[config.mk]
export PLATFORM = sky130hd
export DESIGN_NAME = sst_exec
export DESIGN_NICKNAME = d
export VERILOG_FILES = /design/src/hw/sst_pkg.sv /design/src/hw/sst_alu.sv /design/src/hw/sst_exec.sv
export SDC_FILE = /design/constraint.sdc
export NUM_CORES = 1
export LEC_CHECK = 0
export ABC_CLOCK_PERIOD_IN_PS = 2830
export BUFFER_PORTS_ARGS = -buffer_cell sky130_fd_sc_hd__buf_2
export CAP_MARGIN = 20
export CELL_PAD_IN_SITES_DETAIL_PLACEMENT = 0
export CELL_PAD_IN_SITES_GLOBAL_PLACEMENT = 1
export CORE_MARGIN = 1.5
export CORE_UTILIZATION = 40
export CTS_BUF_LIST = sky130_fd_sc_hd__clkbuf_8
export CTS_CLUSTER_DIAMETER = 80
export CTS_CLUSTER_SIZE = 25
export DETAILED_ROUTE_END_ITERATION = 8
export MAX_ROUTING_LAYER = met4
export PLACE_DENSITY_LB_ADDON = 0.25
export RECOVER_POWER = 50
export SKIP_CTS_REPAIR_TIMING = 1
export SYNTH_ARGS = -nofsm -noshare
export SYNTH_HDL_FRONTEND = slang
export SYNTH_SLANG_ARGS = --single-unit
[constraint.sdc]
create_clock -name CLOCK -period 2.83 [get_ports CLOCK]
set_input_delay 0.283 -clock CLOCK [delete_from_list [all_inputs] [get_ports CLOCK]]
set_output_delay 0.283 -clock CLOCK [all_outputs]
set_load 0.1 [all_outputs]
[src/hw/sst_pkg.sv]
// Shared constants and types for the subtract, swap and table execution unit
package sst_pkg;

    // ------------------------------------------------------------
    // Widths
    // ------------------------------------------------------------
    localparam int SST_DATA_W = 8;
    localparam int SST_FILE_ADDR_W = 7;
    localparam int SST_ROM_WORD_W = 14;
    localparam int SST_TBL_PTR_W = 3;
    localparam int SST_ROM_ADDR_W = SST_TBL_PTR_W + SST_DATA_W;
    localparam int SST_TBL_DATA_W = 6;
    localparam int SST_SEC_INDEX_W = 4;

    // ------------------------------------------------------------
    // Field positions and limits
    // ------------------------------------------------------------
    localparam int SST_ROM_LOW_MSB = 7;
    localparam int SST_ROM_HIGH_LSB = 8;
    localparam int SST_ROM_HIGH_MSB = 13;
    localparam logic [SST_SEC_INDEX_W-1:0] SST_SEC_INDEX_MAX = 4'hE;

    // ------------------------------------------------------------
    // Values after reset
    // ------------------------------------------------------------
    localparam logic [SST_DATA_W-1:0] SST_ACCUM_RESET = 8'h00;
    localparam logic [SST_TBL_DATA_W-1:0] SST_TBL_DATA_RESET = 6'h00;
    localparam logic [SST_DATA_W-1:0] SST_T0_MODE_RESET = 8'h00;
    localparam logic SST_FLAG_RESET = 1'b0;

    // ------------------------------------------------------------
    // Cycle counts
    // ------------------------------------------------------------
    localparam int SST_TABLE_CYCLES = 2;

    // ------------------------------------------------------------
    // Operation codes from the instruction decoder
    // ------------------------------------------------------------
    typedef enum logic [2:0] {
        SST_OP_NONE = 3'h0,
        SST_OP_SUB_FILE = 3'h1,
        SST_OP_SUB_IMM = 3'h2,
        SST_OP_SWAP = 3'h3,
        SST_OP_TABLE = 3'h4,
        SST_OP_LOAD_SEC = 3'h5,
        SST_OP_LOAD_T0 = 3'h6
    } sst_op_t;

    // ------------------------------------------------------------
    // Sequencer states, one-hot
    // ------------------------------------------------------------
    typedef enum logic [1:0] {
        SST_ST_IDLE = 2'b01,
        SST_ST_TABLE = 2'b10
    } sst_state_t;

endpackage

[src/hw/sst_alu.sv]
// Combinational subtractor and nibble swapper
`timescale 1ns/1ps
module sst_alu
    import sst_pkg::*;
(
    input wire logic [SST_DATA_W-1:0] minuend,
    input wire logic [SST_DATA_W-1:0] subtrahend,
    output logic [SST_DATA_W-1:0] diff,
    output logic zero,
    output logic digit_carry,
    output logic carry,
    output logic [SST_DATA_W-1:0] swapped
);

    logic [SST_DATA_W:0] full_sum;
    logic [4:0] low_sum;

    always_comb begin
        // Two's complement: minuend + ~subtrahend + 1
        full_sum = {1'b0, minuend} + {1'b0, ~subtrahend} + 9'h001;
        low_sum = {1'b0, minuend[3:0]} + {1'b0, ~subtrahend[3:0]} + 5'h01;
        diff = full_sum[SST_DATA_W-1:0];
        zero = (full_sum[SST_DATA_W-1:0] == 8'h00); // RL9
        carry = full_sum[SST_DATA_W]; // RL2
        digit_carry = low_sum[4]; // RL9
        swapped = {minuend[3:0], minuend[7:4]}; // RL4
    end

endmodule // sst_alu

[src/hw/sst_exec.sv]
// Execution unit: subtract, nibble swap, ROM table read, SFR loads
//
// What this block does
// RL1 - File minus accumulator, flags, destination bit
// RL2 - Carry is inverted borrow on subtraction
// RL3 - Immediate minus accumulator into accumulator
// RL4 - Swap file nibbles, flags kept, destination selectable
// RL5 - Two-cycle ROM read, low byte to accumulator
// RL6 - ROM bits 13:8 into table high data
// RL7 - Accumulator to secondary page register 0..14
// RL8 - Accumulator to timer0 mode, flags kept
// RL9 - Zero on zero result, digit carry no-borrow
`timescale 1ns/1ps
module sst_exec
    import sst_pkg::*;
(
    input wire logic CLOCK,
    input wire logic RSTN,
    input wire logic OP_VALID,
    input wire logic [2:0] OP_CODE,
    input wire logic OP_DEST,
    input wire logic [SST_FILE_ADDR_W-1:0] OP_FILE_ADDR,
    input wire logic [SST_DATA_W-1:0] OP_IMMEDIATE,
    input wire logic [SST_SEC_INDEX_W-1:0] OP_SEC_INDEX,
    input wire logic [SST_DATA_W-1:0] FILE_RDATA,
    input wire logic [SST_TBL_PTR_W-1:0] TABLE_HIGH_POINTER,
    input wire logic [SST_ROM_WORD_W-1:0] ROM_DATA,
    output logic BUSY,
    output logic [SST_DATA_W-1:0] ACCUMULATOR,
    output logic ZERO_FLAG,
    output logic DIGIT_CARRY_FLAG,
    output logic CARRY_FLAG,
    output logic FILE_WE,
    output logic [SST_FILE_ADDR_W-1:0] FILE_WADDR,
    output logic [SST_DATA_W-1:0] FILE_WDATA,
    output logic [SST_ROM_ADDR_W-1:0] ROM_ADDR,
    output logic [SST_TBL_DATA_W-1:0] TABLE_HIGH_DATA,
    output logic [SST_DATA_W-1:0] TIMER0_MODE_REGISTER,
    output logic SEC_WE,
    output logic [SST_SEC_INDEX_W-1:0] SEC_INDEX,
    output logic [SST_DATA_W-1:0] SEC_WDATA
);

    // ------------------------------------------------------------
    // State record
    // ------------------------------------------------------------
    typedef struct packed {
        sst_state_t state;
        logic [SST_DATA_W-1:0] accum;
        logic zero;
        logic digit_carry;
        logic carry;
        logic file_we;
        logic [SST_FILE_ADDR_W-1:0] file_waddr;
        logic [SST_DATA_W-1:0] file_wdata;
        logic [SST_ROM_ADDR_W-1:0] rom_addr;
        logic [SST_TBL_DATA_W-1:0] tbl_data;
        logic [SST_DATA_W-1:0] t0_mode;
        logic sec_we;
        logic [SST_SEC_INDEX_W-1:0] sec_index;
        logic [SST_DATA_W-1:0] sec_wdata;
    } sst_core_t;

    localparam sst_core_t SST_CORE_RESET = '{
        state: SST_ST_IDLE,
        accum: SST_ACCUM_RESET,
        zero: SST_FLAG_RESET,
        digit_carry: SST_FLAG_RESET,
        carry: SST_FLAG_RESET,
        file_we: 1'b0,
        file_waddr: 7'h00,
        file_wdata: 8'h00,
        rom_addr: 11'h000,
        tbl_data: SST_TBL_DATA_RESET,
        t0_mode: SST_T0_MODE_RESET,
        sec_we: 1'b0,
        sec_index: 4'h0,
        sec_wdata: 8'h00
    };

    sst_core_t core_reg;
    sst_core_t core_next;

    // ------------------------------------------------------------
    // Arithmetic
    // ------------------------------------------------------------
    logic [SST_DATA_W-1:0] alu_minuend;
    logic [SST_DATA_W-1:0] alu_diff;
    logic [SST_DATA_W-1:0] alu_swapped;
    logic alu_zero;
    logic alu_digit_carry;
    logic alu_carry;
    sst_op_t op;

    assign op = sst_op_t'(OP_CODE);

    // ------------------------------------------------------------
    // Operand selection
    // ------------------------------------------------------------
    // Immediate subtraction takes the operand, all others the file value
    assign alu_minuend = (op == SST_OP_SUB_IMM) ? OP_IMMEDIATE : FILE_RDATA;

    sst_alu u_alu (
        .minuend(alu_minuend),
        .subtrahend(core_reg.accum),
        .diff(alu_diff),
        .zero(alu_zero),
        .digit_carry(alu_digit_carry),
        .carry(alu_carry),
        .swapped(alu_swapped)
    );

    // ------------------------------------------------------------
    // Next state
    // ------------------------------------------------------------
    always_comb begin
        core_next = core_reg;
        // Write strobes last one cycle
        core_next.file_we = 1'b0;
        core_next.sec_we = 1'b0;
        case (core_reg.state)
            SST_ST_IDLE: begin
                if (OP_VALID) begin
                    case (op)
                        SST_OP_SUB_FILE: begin
                            core_next.zero = alu_zero; // RL1
                            core_next.digit_carry = alu_digit_carry; // RL9
                            core_next.carry = alu_carry; // RL2
                            if (OP_DEST) begin
                                core_next.file_we = 1'b1; // RL1
                                core_next.file_waddr = OP_FILE_ADDR;
                                core_next.file_wdata = alu_diff;
                            end else begin
                                core_next.accum = alu_diff; // RL1
                            end
                        end
                        SST_OP_SUB_IMM: begin
                            core_next.accum = alu_diff; // RL3
                            core_next.zero = alu_zero; // RL3
                            core_next.digit_carry = alu_digit_carry; // RL9
                            core_next.carry = alu_carry; // RL2
                        end
                        SST_OP_SWAP: begin
                            if (OP_DEST) begin
                                core_next.file_we = 1'b1; // RL4
                                core_next.file_waddr = OP_FILE_ADDR;
                                core_next.file_wdata = alu_swapped;
                            end else begin
                                core_next.accum = alu_swapped; // RL4
                            end
                        end
                        SST_OP_TABLE: begin
                            // First cycle presents the ROM address
                            core_next.rom_addr = {TABLE_HIGH_POINTER,
                                core_reg.accum}; // RL5
                            core_next.state = SST_ST_TABLE; // RL5
                        end
                        SST_OP_LOAD_SEC: begin
                            // Index 15 does not exist and is ignored
                            if (OP_SEC_INDEX <= SST_SEC_INDEX_MAX) begin
                                core_next.sec_we = 1'b1; // RL7
                                core_next.sec_index = OP_SEC_INDEX;
                                core_next.sec_wdata = core_reg.accum; // RL7
                            end
                        end
                        SST_OP_LOAD_T0: begin
                            core_next.t0_mode = core_reg.accum; // RL8
                        end
                        default: begin
                            // Codes 0 and 7 change nothing
                            core_next.state = SST_ST_IDLE;
                        end
                    endcase
                end
            end
            SST_ST_TABLE: begin
                // Second cycle captures the addressed ROM word
                // Operations offered in this cycle are dropped
                core_next.accum = ROM_DATA[SST_ROM_LOW_MSB:0]; // RL5
                core_next.tbl_data =
                    ROM_DATA[SST_ROM_HIGH_MSB:SST_ROM_HIGH_LSB]; // RL6
                core_next.state = SST_ST_IDLE;
            end
            default: begin
                core_next.state = SST_ST_IDLE;
            end
        endcase
    end

    // ------------------------------------------------------------
    // State register
    // ------------------------------------------------------------
    always_ff @(posedge CLOCK or negedge RSTN) begin
        if (!RSTN) begin
            core_reg <= SST_CORE_RESET;
        end else begin
            core_reg <= core_next;
        end
    end

    // ------------------------------------------------------------
    // Outputs
    // ------------------------------------------------------------
    // Decoder must hold off while the ROM word is fetched
    assign BUSY = (core_reg.state == SST_ST_TABLE); // RL5
    // Data outputs come straight from the state record
    assign ACCUMULATOR = core_reg.accum;
    assign ZERO_FLAG = core_reg.zero;
    assign DIGIT_CARRY_FLAG = core_reg.digit_carry;
    assign CARRY_FLAG = core_reg.carry;
    assign FILE_WE = core_reg.file_we;
    assign FILE_WADDR = core_reg.file_waddr;
    assign FILE_WDATA = core_reg.file_wdata;
    assign ROM_ADDR = core_reg.rom_addr;
    assign TABLE_HIGH_DATA = core_reg.tbl_data;
    assign TIMER0_MODE_REGISTER = core_reg.t0_mode;
    assign SEC_WE = core_reg.sec_we;
    assign SEC_INDEX = core_reg.sec_index;
    assign SEC_WDATA = core_reg.sec_wdata;

endmodule // sst_exec

### Yosys cells after proc, flatten, opt, wreduce, memory -nomap -nowiden

Cells that the tools add are included.

* bits in registers: 67
* logic and storage cells: 66
* input port bits: 51

* bitwise operators: 2
* magnitude comparators: 1
* reductions and logical operators: 12
* add/sub/neg operators: 4
* multiplexer cells: 18
* equal/unequal tests: 15

Operators with widths (count)
* $mux 13: 4
* $mux 40: 1
* $mux 16: 2
* $pmux 16 s2: 1
* $mux 27: 1
* $mux 8: 3
* $pmux 8 s3: 1
* $pmux 8 s2: 1
* $mux 11: 1
* $reduce_and 5->1: 2
* $add 8x8->9: 1
* $add 9x1->9 const B: 1
* $eq 3x3->1 const B: 3
* $reduce_and 3->1: 3
* $logic_not 8->1: 1
* $ne 2x2->1 const B: 4
* $not 8->8: 1
* $eq 3x2->1 const B: 2
* $ne 3x3->1 const B: 2
* $add 4x4->5: 1
* $add 5x1->5 const B: 1
* $reduce_or 5->1: 1
* $le 4x4->1 const B: 1
* $ne 4x2->1 const B: 1
* other kinds (11): 12

### Logic depth before layout (Yosys ltp)

* depth after elaboration: 8
* depth in mapped cells: 12

### By module

Synthesis repeated with hierarchy kept, for this count alone.

* cells, all modules: 352
* area total of the unflattened synthesis: 3891.2 sq um

Modules (own cells, without submodules)
* sst_exec: cells each 292, area an instance 3449.6 sq um, times used 1
* sst_alu: cells each 60, area an instance 441.7 sq um, times used 1

### Worst setup path after synthesis

OpenSTA, ideal clock, no wires.

* path kind: input to register
* start point: input port OP_CODE[1]
* end point: register core_reg, in the netlist ZERO_FLAG
* stages: 11
* slack: -182 ps
* path buffers: 1
* data arrival time: 2921 ps
* required time: 2738 ps
* cells stage by stage: buf_2 -> nand2_1 -> nor2_1 -> mux2_2 -> ha_1 -> a21o_1 -> a31oi_1 -> o21ai_1 -> xor2_1 -> or4_4 -> o31ai_2

* longest elaborated chain between the ends: 5

RTL lines
* from (decl): line sst_exec.sv:20 `input wire logic [2:0] OP_CODE,`
* $eq 3x2->1: line sst_exec.sv:101, sst_exec.sv:124
* $mux 8: line sst_exec.sv:101 `assign alu_minuend = (op == SST_OP_SUB_IMM) ? OP_IMMEDIATE : FILE_RDATA;`
* $add 8x8->9: line sst_alu.sv:20 `full_sum = {1'b0, minuend} + {1'b0, ~subtrahend} + 9'h001;`
* $add 9x1->9: line sst_alu.sv:20
* $logic_not 8->1: line sst_alu.sv:23 `zero = (full_sum[SST_DATA_W-1:0] == 8'h00);`
* to (signal assigned): line sst_exec.sv:197 `core_reg <= core_next;`
* to (decl): line sst_exec.sv:81 `sst_core_t core_reg;`

Several ways; a longest one is shown, not always the timed one.
A chain may end at the register's enable or synchronous reset.

### Worst setup path after layout

* start point: input port OP_CODE[0]
* end point: register core_reg, in the netlist ZERO_FLAG

The elaborated chain is that of the path after synthesis.

==> impl_metrics.ini <==
[global_route]
grt_overflow = 0
grt_pass1_wl_mm = 14.41
grt_start_max_net_pins = 68
track_usage = 0.1977
grt_antenna_before_repair = 0
grt_pass1_vias = 2897

[logic_synthesis]
synth_cell_types = 41
synth_top_area_frac = 0.4447
synth-simple-area-share = 0.1213
syn_area_um2 = 3714
synth_top_family_by_area = buffers and inverters
ys_seq_area_frac = 0.4518
synthArstFlopShare = 1.000
synth_xor_area_frac = 0.009434
postSynthAreaPerCell_um2 = 9.696
synth_ff_type = dfrtp_1
synth.area.top_cells = dfrtp_1 (44%), buf_4 (12%), mux2_2 (9.1%), nand2_1 (6.6%), o21ai_0 (4.2%)
yosysMostFrequentCell = dfrtp_1
synthCells = 383
synth_compound_area_frac = 0.1240
yosys_register_bits = 67
synth-edff-count = 0
synth_largest_area_cell = dfrtp_1
synth-adder-area-share = 0.04245
synth.mux.area_fraction = 0.09906
synth_nets = 446
yosysWarningCount = 0
synthTopCellsByCount = dfrtp_1 (66), nand2_1 (65), buf_4 (60)

[cts]
cts_buffers = 9
cts_max_path_buffers = 2
cts.sink_count = 67
worstSkewPairLatency_ns = 0.34
clockRootBuffer = clkbuf_8
cts_tree = done
path_clk_slew_ns = 0.08
htreeDepth = 3

[place]
globalplace.congestion = 0.8941
dp_hpwl_mm = 6.962
portBuffers = 116
placement.cell_area_um2 = 4141

[routing]
met2_length_mm = 4.230
firstDrtPassIters = 4
vias = 2822
antenna_left = 0
dr.max_layer_used = met4
drcViolationCount = 0
wirelength_mm = 9.025
wl_met1_mm = 4.292
drt_iter0_drc = 61
wl_per_cell_um = 15.64
wl_met3_um = 371
viasPerCell = 4.891

[cells_and_area]
design_area_um2 = 4367
syn2layout_area_growth_pct = 17.59
nets = 528
antenna_cells = 0
largest_reg_flops = 11
drive_gt1_frac = 0.3539

[worst_hold_path]
min_path_type = in2reg
hold_start = OP_FILE_ADDR[0]
holdPathEnd = FILE_WADDR[0]
min_path_cells = 3

[worst_setup_path]
ff2ff_setup_slack_ns = 0.50
critPathKind = in2reg
critPathRequiredTime_ns = 3.09
start_kind = input port
r2r_start = ACCUMULATOR[4]
critPathMaxFanout = 5
regToRegEndpoint = ZERO_FLAG
arrival_ns = 2.85
endpoint_kind = flop
worst_r2r_path_depth = 8

[floorplan]
initial_utilization = 0.4197
rows = 34
dieArea_um2 = 9871
die_w_um = 99.36
core_area_um2 = 8848
die_h_um = 99.36
io-pin-count = 117

[timing]
drv_slew = 68
period_share = 0.9143
rsz0062_at_grt = false
worstMarginPinSlew_ns = 1.681
slew_headroom = -0.1209
hold_viol_final = 0
tns_ns = 0
setup_viol = 0
skew_ns = 0.01013
clock.fmax_mhz = 386.5
min_period_ns = 2.588

[run]
maxCapViolations = 1

[outcome]
violations = max-capacitance violations, max-slew violations
outcome = complete, but fails checks
cell families after synthesis:
logic type	count (synthesis)
DFF	67
adders and majority gates	12
and+or+nand+nor	104
muxes	33
AOI/OAI and AO/OA	74
buffers and inverters	89
xor gates and xnor gates	4
placed cells by master, fill, tap and decap left out, drive strengths merged, types with 2 or more instances in the layout:
cell    netlist  layout
o21a          2       2
o31ai         2       2
nand4         2       2
a22oi         9       9
clkbuf        8      37
nor2         14      14
nand2        65      65
a21oi        12      12
inv          17      18
nand3b        2       2
dfrtp        66      66
xor2          4       4
nor2b         3       3
mux2i         3       3
a31oi         6       6
nand3         5       5
bufinv        0       4
o22a          2       2
ha           11      11
o21ai        32      32
nor3          4       4
nand2b        5       5
a21o          2       2
a221oi        2       2
mux2         30      30
buf          64     115
through the flow:
step | hold slack (ns) | cells | setup slack [ns] | utilization
global route | 0.1070 | 577 | 0.02295 | 0.4935
floorplan | -0.01259 | 383 | 0.02891 | -
finish | 0.1227 | 577 | 0.2425 | 0.4935
global placement | 0.4503 | 562 | -0.05098 | 0.4680
detailed placement | 0.4509 | 562 | -0.1075 | 0.4680
CTS | 0.07071 | 577 | 0.2636 | 0.4976
routing by layer:
layer  up-vias  global-route usage
met1      1326              0.2537
li1       1399                   -
met4         0             0.06067
met5         -                   -
met3        15             0.04287
met2        82              0.3145
worst max path at each step:
stage	startpoint	end	slack, ns	depth (start not counted)
after global placement	OP_CODE[0]	ZERO_FLAG	-0.05	14
after detailed placement	OP_CODE[0]	ZERO_FLAG	-0.11	14
after floorplan	OP_CODE[1]	ZERO_FLAG	0.03	11
after CTS	OP_CODE[0]	ZERO_FLAG	0.26	14
final	OP_CODE[0]	ZERO_FLAG	0.24	14
after global routing	OP_CODE[0]	ZERO_FLAG	0.02	14
final cells by class:
| type | count | area, um2 |
|---|---|---|
| inverters | 17 | 63.81 |
| flip-flops and latches | 67 | 1678 |
| clock buffers | 9 | 123.9 |
| fillers | 869 | 4482 |
| clock inverters | 6 | 137.6 |
| repair buffers | 143 | 749.5 |
| multi-input cells | 227 | 1479 |
| well taps | 108 | 135.1 |
critical path, stage by stage:
cell	delay [ns]
buf_2	0.10
inv_1	0.09
nand2_1	0.11
nor2_4	0.18
buf_4	0.15
mux2i_1	0.09
ha_1	0.21
fa_1	0.38
nor2b_1	0.19
o21ai_0	0.10
nand2b_1	0.15
xor2_1	0.12
or4_4	0.50
o31ai_2	0.17
Power is not shown: default switching activity piles up to over one toggle a cycle in this logic, so the estimate is an artifact.
